**src/iegate_pkg.sv**
```systemverilog
// package of constants and types for the interrupt source enable gating block
package iegate_pkg;
  // ****************************************************************
  // register map
  // ****************************************************************
  localparam logic [7:0] IEGATE_ENABLES_OFFSET = 8'hA8;
  localparam logic [7:0] IEGATE_ENABLES_RESET = 8'h00;
  localparam logic [7:0] IEGATE_RESERVED_MASK = 8'h40;
  localparam logic [7:0] IEGATE_WRITE_MASK = 8'hBF;
  localparam int IEGATE_GLOBAL_BIT = 7;
  localparam int IEGATE_EXT0_BIT = 0;
  localparam int IEGATE_TIMER0_BIT = 1;
  localparam int IEGATE_EXT1_BIT = 2;
  localparam int IEGATE_TIMER1_BIT = 3;
  localparam int IEGATE_SERIAL_BIT = 4;
  localparam int IEGATE_TIMER2_BIT = 5;
  localparam int IEGATE_SOURCES = 6;
  localparam logic [1:0] IEGATE_RESP_OKAY = 2'h0;
  localparam logic [1:0] IEGATE_RESP_SLVERR = 2'h2;

  // ****************************************************************
  // carriers
  // ****************************************************************
  typedef struct packed {
    logic global_irq_enable;
    logic reserved;
    logic timer2_irq_enable;
    logic serial_irq_enable;
    logic timer1_irq_enable;
    logic ext_irq1_enable;
    logic timer0_irq_enable;
    logic ext_irq0_enable;
  } iegate_enables_type;

  typedef struct packed {
    logic [31:0] data;
    logic [1:0] resp;
  } iegate_read_type;

  typedef enum logic [1:0] {
    IEGATE_W_IDLE = 2'b00,
    IEGATE_W_RESP = 2'b01
  } iegate_wstate_type;
endpackage

```
**src/iegate_axil_slave.sv**
```systemverilog
// axi4-lite slave: single register at the enable offset
`timescale 1ns/100ps
`default_nettype none
module iegate_axil_slave (
  input wire logic aclk,
  input wire logic aresetn,
  input wire logic [7:0] s_axi_awaddr,
  input wire logic s_axi_awvalid,
  output logic s_axi_awready,
  input wire logic [31:0] s_axi_wdata,
  input wire logic [3:0] s_axi_wstrb,
  input wire logic s_axi_wvalid,
  output logic s_axi_wready,
  output logic [1:0] s_axi_bresp,
  output logic s_axi_bvalid,
  input wire logic s_axi_bready,
  input wire logic [7:0] s_axi_araddr,
  input wire logic s_axi_arvalid,
  output logic s_axi_arready,
  output logic [31:0] s_axi_rdata,
  output logic [1:0] s_axi_rresp,
  output logic s_axi_rvalid,
  input wire logic s_axi_rready,
  output logic [7:0] enables
);
  // ****************************************************************
  // write channel
  // ****************************************************************
  logic aw_held_reg;
  logic w_held_reg;
  logic [7:0] awaddr_reg;
  logic [7:0] wdata_reg;
  logic wstrb0_reg;
  logic [7:0] enables_reg;
  logic do_write;

  assign s_axi_awready = !aw_held_reg && !s_axi_bvalid;
  assign s_axi_wready = !w_held_reg && !s_axi_bvalid;
  assign do_write = aw_held_reg && w_held_reg && !s_axi_bvalid;

  always_ff @(posedge aclk) begin
    if (!aresetn) begin
      aw_held_reg <= 1'b0;
      awaddr_reg <= 8'h00;
    end else if (s_axi_awvalid && s_axi_awready) begin
      aw_held_reg <= 1'b1;
      awaddr_reg <= s_axi_awaddr;
    end else if (do_write) begin
      aw_held_reg <= 1'b0;
    end
  end

  always_ff @(posedge aclk) begin
    if (!aresetn) begin
      w_held_reg <= 1'b0;
      wdata_reg <= 8'h00;
      wstrb0_reg <= 1'b0;
    end else if (s_axi_wvalid && s_axi_wready) begin
      w_held_reg <= 1'b1;
      wdata_reg <= s_axi_wdata[7:0];
      wstrb0_reg <= s_axi_wstrb[0];
    end else if (do_write) begin
      w_held_reg <= 1'b0;
    end
  end

  // reserved bit 6 is never stored, so it cannot be set by a write
  always_ff @(posedge aclk) begin
    if (!aresetn) begin
      enables_reg <= iegate_pkg::IEGATE_ENABLES_RESET;
    end else if (do_write && wstrb0_reg
                 && awaddr_reg == iegate_pkg::IEGATE_ENABLES_OFFSET) begin
      enables_reg <= wdata_reg & iegate_pkg::IEGATE_WRITE_MASK;
    end
  end

  always_ff @(posedge aclk) begin
    if (!aresetn) begin
      s_axi_bvalid <= 1'b0;
      s_axi_bresp <= iegate_pkg::IEGATE_RESP_OKAY;
    end else if (do_write) begin
      s_axi_bvalid <= 1'b1;
      if (awaddr_reg == iegate_pkg::IEGATE_ENABLES_OFFSET) begin
        s_axi_bresp <= iegate_pkg::IEGATE_RESP_OKAY;
      end else begin
        s_axi_bresp <= iegate_pkg::IEGATE_RESP_SLVERR;
      end
    end else if (s_axi_bready) begin
      s_axi_bvalid <= 1'b0;
    end
  end

  // ****************************************************************
  // read channel
  // ****************************************************************
  iegate_pkg::iegate_read_type read_next;

  assign s_axi_arready = !s_axi_rvalid;

  always_comb begin
    read_next.data = 32'h0000_0000;
    read_next.resp = iegate_pkg::IEGATE_RESP_SLVERR;
    if (s_axi_araddr == iegate_pkg::IEGATE_ENABLES_OFFSET) begin
      read_next.data = {24'h00_0000, enables_reg | iegate_pkg::IEGATE_RESERVED_MASK};
      read_next.resp = iegate_pkg::IEGATE_RESP_OKAY;
    end
  end

  always_ff @(posedge aclk) begin
    if (!aresetn) begin
      s_axi_rvalid <= 1'b0;
      s_axi_rdata <= 32'h0000_0000;
      s_axi_rresp <= iegate_pkg::IEGATE_RESP_OKAY;
    end else if (s_axi_arvalid && s_axi_arready) begin
      s_axi_rvalid <= 1'b1;
      s_axi_rdata <= read_next.data;
      s_axi_rresp <= read_next.resp;
    end else if (s_axi_rready) begin
      s_axi_rvalid <= 1'b0;
    end
  end

  assign enables = enables_reg;
endmodule
`default_nettype wire

```
**src/iegate_gate_bit.sv**
```systemverilog
// one source gate: pending request passed only when both enables are set
`timescale 1ns/100ps
`default_nettype none
module iegate_gate_bit (
  input wire logic aclk,
  input wire logic aresetn,
  input wire logic global_en,
  input wire logic source_en,
  input wire logic request,
  output logic gated
);
  // registered so the gated output is a flip-flop, one cycle behind the request
  always_ff @(posedge aclk) begin
    if (!aresetn) begin
      gated <= 1'b0;
    end else begin
      gated <= global_en & source_en & request;
    end
  end
endmodule
`default_nettype wire

```
**src/iegate_top.sv**
```systemverilog
// top of the interrupt source enable gating block
`timescale 1ns/100ps
`default_nettype none
module iegate_top (
  input wire logic aclk,
  input wire logic aresetn,
  input wire logic [7:0] s_axi_awaddr,
  input wire logic s_axi_awvalid,
  output logic s_axi_awready,
  input wire logic [31:0] s_axi_wdata,
  input wire logic [3:0] s_axi_wstrb,
  input wire logic s_axi_wvalid,
  output logic s_axi_wready,
  output logic [1:0] s_axi_bresp,
  output logic s_axi_bvalid,
  input wire logic s_axi_bready,
  input wire logic [7:0] s_axi_araddr,
  input wire logic s_axi_arvalid,
  output logic s_axi_arready,
  output logic [31:0] s_axi_rdata,
  output logic [1:0] s_axi_rresp,
  output logic s_axi_rvalid,
  input wire logic s_axi_rready,
  input wire logic [5:0] irq_pending,
  output logic [5:0] irq_gated
);
  // ****************************************************************
  // register slave
  // ****************************************************************
  iegate_pkg::iegate_enables_type enables;

  iegate_axil_slave u_slave (
    .aclk(aclk),
    .aresetn(aresetn),
    .s_axi_awaddr(s_axi_awaddr),
    .s_axi_awvalid(s_axi_awvalid),
    .s_axi_awready(s_axi_awready),
    .s_axi_wdata(s_axi_wdata),
    .s_axi_wstrb(s_axi_wstrb),
    .s_axi_wvalid(s_axi_wvalid),
    .s_axi_wready(s_axi_wready),
    .s_axi_bresp(s_axi_bresp),
    .s_axi_bvalid(s_axi_bvalid),
    .s_axi_bready(s_axi_bready),
    .s_axi_araddr(s_axi_araddr),
    .s_axi_arvalid(s_axi_arvalid),
    .s_axi_arready(s_axi_arready),
    .s_axi_rdata(s_axi_rdata),
    .s_axi_rresp(s_axi_rresp),
    .s_axi_rvalid(s_axi_rvalid),
    .s_axi_rready(s_axi_rready),
    .enables(enables)
  );

  // ****************************************************************
  // gating, one gate per source; index equals bit position
  // ****************************************************************
  logic [5:0] source_en;

  // bit 0 ext0, bit 2 ext1 timers at 1,3,5, serial at 4
  assign source_en = {enables.timer2_irq_enable, enables.serial_irq_enable,
                      enables.timer1_irq_enable, enables.ext_irq1_enable,
                      enables.timer0_irq_enable, enables.ext_irq0_enable};

  genvar g;
  generate
    for (g = 0; g < iegate_pkg::IEGATE_SOURCES; g++) begin : gen_gate
      iegate_gate_bit u_gate (
        .aclk(aclk),
        .aresetn(aresetn),
        .global_en(enables.global_irq_enable),
        .source_en(source_en[g]),
        .request(irq_pending[g]),
        .gated(irq_gated[g])
      );
    end
  endgenerate
endmodule
`default_nettype wire

```
**config.mk**
```make
export PLATFORM = sky130hd
export DESIGN_NAME = iegate_top
export DESIGN_NICKNAME = d
export VERILOG_FILES = /design/src/iegate_pkg.sv /design/src/iegate_axil_slave.sv /design/src/iegate_gate_bit.sv /design/src/iegate_top.sv
export SDC_FILE = /design/constraint.sdc
export NUM_CORES = 1
export LEC_CHECK = 0
export ABC_CLOCK_PERIOD_IN_PS = 1750
export BUFFER_PORTS_ARGS = -buffer_cell sky130_fd_sc_hd__buf_2
export CAP_MARGIN = 30
export CORE_ASPECT_RATIO = 0.7
export CORE_MARGIN = 8
export CORE_UTILIZATION = 45
export DETAILED_ROUTE_END_ITERATION = 8
export PLACE_DENSITY = 0.83
export RECOVER_POWER = 25
export SETUP_SLACK_MARGIN = 0.2
export SYNTH_ARGS = -nofsm -noshare
export SYNTH_HDL_FRONTEND = slang
export SYNTH_SLANG_ARGS = --single-unit
```
**constraint.sdc**
```tcl
create_clock -name aclk -period 1.75 [get_ports aclk]
set_input_delay 0.2625 -clock aclk [delete_from_list [all_inputs] [get_ports aclk]]
set_output_delay 0.2625 -clock aclk [all_outputs]
set_load 0.02 [all_outputs]
```
==> key figures, run 1 <==
Outcome
  – Status: finished clean

Logic synthesis
  – Mapped cell area: 1880 sq um
  – Post-synth top area cell: dfxtp_1
  – Number of library cell types mapped by synthesis: 29
  – Largest cells by area after synthesis: dfxtp_1, buf_4, mux2i_1
  – Yosys reg bits: 43
  – Yosys top cell area share: 45.9%
  – Sequential-to-total area share from yosys stat: 45.9%
  – Synth warnings: 0
  – Post-Syn Instances: 182
  – Mapped Avg Cell Area: 10.3 sq um

Power
  – Leak Pwr: 1.05 nW
  – P per Cell Area: 1000 nW/um^2
  – Worst ir drop on vdd: 0.000665 V
  – Total power: 0.00218 W

Global routing
  – Gr ovfl total: 0
  – Initial antenna violation count: 1
  – GR Util met2: 17.5%
  – Met3 Resource Use GR: 6.40%
  – Met1 GRT Util: 12.6%
  – Top Usage Layer GRT: met2
  – Vias in the first global route: 1267
  – GRT Overall Usage: 11.4%
  – Largest net degree at the start of global routing: 24
  – First-pass GRT wire length: 6040 microns

CTS
  – CTS tree: done
  – H-Tree Depth: 2
  – Postcts setup bufs: 0
  – Hold_buf cts: 0
  – Post-cts resize count: 0
  – Root Buffer: clkbuf_8
  – Total CTS buffers: 5
  – Insertion delay to the later sink of the worst-skew pair: 0.29 ns
  – Clock tree sinks: 43
  – Clock slew at reported path FFs: 0.08 ns
  – Clk buf depth: 2

Hold path
  – Class of the worst hold path: in -> reg

Placement
  – Post-DP HPWL: 2930 microns
  – Gpl congestion: 0.748
  – Setup WS pre-CTS: 0.431 ns
  – Buffers added on ports: 57
  – Placed cells: 278

Worst setup path
  – Critical Path Start Type: input pin
  – Crit path cell chain: clkbuf_1 > nor2b_1 > a32o_1
  – CP Max Fanout: 23
  – Critical Path RT: 1.98 ns
  – CP max-delay cell: clkbuf_1
  – Largest stage delay, worst path: 0.60 ns
  – Worst endpoint data arrival time: 1.57 ns
  – Crit Path Class: in -> reg
  – Crit end category: flop

STA
  – Slew @ Worst Pin: 0.817 ns
  – Final setup viols: 0
  – Max_slew headroom: 45.5%
  – Worst Skew: 0.00398 ns
  – Slew Viols, Final: 0
  – Setup TNS: 0 ns
  – RSZ-0062 raised after global routing: no
  – Final Hold Vio Count: 0
  – Fin crit period: 1.33 ns
  – Crit share post-route: 76.2%
  – Max Freq: 0.750 GHz
  – Final worst-path setup slack: 0.417 ns

Drt
  – Vias per cell: 4.50
  – Antenna-violating nets left: 0
  – WL final: 3740 microns
  – DRT Pass-1 Iters: 4
  – 1st-iter DRT viols: 43
  – Routed WL per cell: 13.1 microns
  – DRC Markers: 0
  – Vias after detailed routing: 1288

Layout
  – Layout cells sized above 1: 26.1%
  – Layout Utilization: 54.9%
  – Nets: 298
  – Commonest non-fill, non-tap cell in the layout: buf_2
  – Fin cells: 286
  – Area Growth Syn to Fin: 16.2%
  – Antenna cells: 0
  – Most frequent cells in the layout: buf_2, dfxtp_1, conb_1, mux2i_1, nor2b_1

Floorplan
  – Die W: 93.2 microns
  – Row cnt: 19
  – Initial Util: 47.2%
  – Die H: 70.0 microns
  – # IOs: 112
  – Die area: 6520 sq um
  – Core ar.: 3970 sq um

Flow run
  – Max Cap Violations: 0
[final cells by class]
cell class | instances | area (sq um)
clock buffer | 6 | 72.6
multi-input combinational | 122 | 821
sequential | 43 | 861
clock inverter | 2 | 60.1
tap | 52 | 65.1
inverter | 1 | 3.75
fill | 391 | 1790
timing repair buffer | 60 | 297
[worst max-delay path: cells and delay by family]
kind,cells,cell delay (ns)
compound gates,1,0.19
buf+inv,1,0.60
simple gates,1,0.51
[logic make-up (layout without fill, tap and decap cells)]
family	Yosys count	count (layout)	synth area share (%)
AOI/OAI and AO/OA	14	14	6.34
buffers and inverters	42	69	15.3
other	1	26	0.200
and+or+nand+nor	59	59	19.9
DFF	43	43	45.9
muxes	23	23	12.3
[layer usage]
metal	share of wire (%)	wire length [microns]	up-vias
met2	45	1670	42
met4	1.6	61	2
met3	11	402	8
met1	43	1600	574
li1	-	-	662
met5	0.29	11	-
[report_power, final]
part | leakage, nW | internal, W | switching [W]
sequential | 0.350 | 0.00101 | 0.0000272
clock | 0.0654 | 0.000570 | 0.000321
combinational | 0.639 | 0.000102 | 0.000147
total | 1.05 | 0.00169 | 0.000495
[per-stage QoR]
stage | instance area [sq um] | hold WS (ns)
after global routing | 2180 | 0.189
after CTS | 2190 | 0.189
after detailed placement | 2060 | 0.452
after floorplan | 1970 | 0.400
final | 2180 | 0.197
after global placement | 2060 | 0.443
[synthesized netlist by cell type]
master,instances
nand2b_1,2
nor4b_4,1
mux2i_1,23
nand3b_1,1
nor3b_1,2
clkbuf_1,5
o21a_1,1
nand3_1,1
nand4_4,1
a22o_1,1
conb_1,1
buf_2,2
a21oi_1,2
a21boi_0,1
buf_4,34
nand2_1,15
and3b_1,1
a32o_1,6
and4bb_2,1
dfxtp_1,43
nor2b_1,21
nor4b_1,1
o21ai_0,1
and3_1,7
nor2_1,3
o211a_1,2
nor4bb_1,1
and2_1,1
inv_1,1
[path summary, 6_finish.rpt]
path	from	end	slack [ns]	depth (start not counted)
worst max-delay path	aresetn	u_slave.s_axi_rdata[3]	0.42	3
worst min-delay path	irq_pending[4]	gen_gate[4].u_gate.gated	0.20	2
worst max register to register	u_slave.s_axi_rvalid	u_slave.s_axi_rdata[3]	0.42	3
worst min register to register	u_slave.wdata_reg[1]	u_slave.enables[1]	0.46	2
No activity file was read; power rests on OpenSTA's default activity.
==> run 2: changes to the inputs <==
- ABC_AREA: default -> 1
- ABC_CLOCK_PERIOD_IN_PS: 1750 -> 1320
- CORE_UTILIZATION: 45 -> 43
- PLACE_DENSITY: 0.83 -> 0.79
- clock period: 1.75 -> 1.32 ns (I/O delays scaled with it)
==> key figures, run 2 <==
Outcome
  – Status: finished clean

Floorplan
  – Die area: 6850 sq um
  – Row cnt: 20
  – # IOs: 112
  – Core ar.: 4300 sq um
  – Initial Util: 44.2%
  – Die H: 71.7 microns
  – Die W: 95.5 microns

Logic synthesis
  – Sequential-to-total area share from yosys stat: 45.2%
  – Post-synth top area cell: dfxtp_1
  – Main combinational cell family by area after synthesis: simple AND/OR/NAND/NOR gates
  – Yosys top cell area share: 45.2%
  – Synth warnings: 0
  – Dominant synthesized flop cell: dfxtp_1
  – EDFF count, synth: 0
  – Largest cells by area after synthesis: dfxtp_1, buf_4, a21oi_1
  – Number of library cell types mapped by synthesis: 22
  – Mapped Avg Cell Area: 7.87 sq um
  – Post-Synth XOR/XNOR Area: 0%
  – Commonest cells in the netlist: dfxtp_1, nor2_1, buf_4
  – Post-Syn Instances: 242
  – Mux contribution to synthesized area: 0%
  – Post-Synth Simple-Gate Area: 23.3%
  – Most frequent cell after synthesis: dfxtp_1
  – Adder-Cell Fraction of Synth Area: 0%
  – Mapped cell area: 1900 sq um
  – Yosys reg bits: 43
  – Post-synth ARST share: 0%
  – Compound-gate portion of the synthesized area: 11.8%

Layout
  – Commonest non-fill, non-tap cell in the layout: buf_2
  – Antenna cells: 0
  – Post-layout instance area: 2260 sq um
  – Most frequent cells in the layout: buf_2, dfxtp_1, nor2_1, a21oi_1
  – Nets: 361
  – Area Growth Syn to Fin: 18.8%
  – Fin cells: 352
  – Layout cells sized above 1: 27.6%

STA
  – Final setup viols: 0
  – Slew @ Worst Pin: 0.492 ns
  – Fin crit period: 1.13 ns
  – Final Hold Vio Count: 0
  – Max_slew headroom: 67.0%
  – Worst Skew: 0.00505 ns
  – Setup TNS: 0 ns
  – Hold slack final: 0.141 ns
  – Max Freq: 0.882 GHz
  – Slew Viols, Final: 0
  – Crit share post-route: 85.9%
  – RSZ-0062 raised after global routing: yes

Worst setup path
  – Critical Path RT: 1.12 ns
  – Crit end category: primary output
  – Worst endpoint data arrival time: 0.94 ns
  – Crit Path Class: reg -> out
  – Critical Path Start Type: flop
  – CP Max Fanout: 3

Power
  – Worst ir drop on vdd: 0.000529 V
  – P per Cell Area: 1120 nW/um^2
  – Leak Pwr: 1.05 nW

Global routing
  – Gr ovfl total: 0
  – Vias in the first global route: 1496
  – GRT Overall Usage: 11.7%
  – Initial antenna violation count: 0
  – First-pass GRT wire length: 6440 microns
  – Largest net degree at the start of global routing: 27

CTS
  – Total CTS buffers: 5
  – Insertion delay to the later sink of the worst-skew pair: 0.29 ns
  – Clk buf depth: 2
  – H-Tree Depth: 2
  – CTS tree: done
  – Clock tree sinks: 43
  – Clock slew at reported path FFs: 0.08 ns
  – Root Buffer: clkbuf_8

Placement
  – Gpl congestion: 0.732
  – Placement Cell Area: 2080 sq um
  – Post-DP HPWL: 3250 microns
  – Placed cells: 340
  – Buffers added on ports: 57

Drt
  – 1st-iter DRT viols: 78
  – DRT Pass-1 Iters: 4
  – Antenna-violating nets left: 0
  – Vias per cell: 4.51
  – Routed WL per cell: 12.0 microns
  – Vias after detailed routing: 1586
  – DRC Markers: 0
  – WL final: 4220 microns

Flow run
  – Max Cap Violations: 0

Hold path
  – Class of the worst hold path: in -> reg
[run 2: cell types whose count changed after synthesis, sizes merged, moves of 14 or more]
cell   delta
nand2    +15
mux2i    -23
inv      +17
nor2     +37
o21ai    +16
nor2b    -21
a21oi    +26
nand3    +14
[run 2: cell type report]
class | instances | area, sq um
fill | 433 | 2040
sequential | 43 | 873
multi-input combinational | 164 | 790
timing repair buffer | 63 | 378
clock buffer | 7 | 76.3
inverter | 19 | 71.3
tap | 55 | 68.8
clock inverter | 1 | 5.00
[run 2: timing repair]
action,CTS,global route
hold buffers,0,0
gates cloned,0,1
pin swaps,2,3
setup buffers,3,0
setup endpoints to repair,16,25
resized for setup,8,7
[run 2: logic make-up after synthesis]
| family | after synthesis |
|---|---|
| buffers and inverters | 60 |
| AOI/OAI and AO/OA | 45 |
| and+or+nand+nor | 93 |
| DFF | 43 |
| other | 1 |
[run 2: worst paths after layout]
| path | to | start | depth (start not counted) | slack [ns] |
|---|---|---|---|---|
| setup / recovery | s_axi_wready | u_slave.w_held_reg | 2 | 0.19 |
| setup reg to reg | u_slave.enables[5] | u_slave.s_axi_bvalid | 6 | 0.21 |
| hold reg to reg | u_slave.awaddr_reg[7] | u_slave.awaddr_reg[7] | 2 | 0.45 |
| hold / removal | u_slave.s_axi_bvalid | s_axi_bready | 4 | 0.14 |
[run 2: worst max-delay path: stages, from the launching register on]
cell and delay (ns):
dfxtp_4 0.37, nor2_4 0.14, buf_6 0.13
[run 2: through the flow]
stage / setup WS (ns) / utilization (%) / power [W]
finish: 0.186 / 52.6 / 0.00254
global route: 0.136 / 52.6 / 0.00267
CTS: 0.178 / 51.8 / 0.00256
detailed placement: 0.134 / 48.3 / 0.00176
global placement: 0.127 / 48.3 / 0.00175
floorplan: 0.170 / - / 0.00173
[run 2: layer usage]
| metal | share of wire [%] | global-route usage (%) |
|---|---|---|
| met1 | 41 | 12.5 |
| met2 | 49 | 20.3 |
| met3 | 8.7 | 4.18 |
| met4 | 1.4 | 4.58 |
| met5 | 0 | 0 |
[run 2: power breakdown]
part	total (W)	internal, W	switching [W]
sequential	0.00139	0.00136	0.0000329
combinational	0.000374	0.000129	0.000245
clock	0.000777	0.000371	0.000406
total	0.00254	0.00185	0.000685
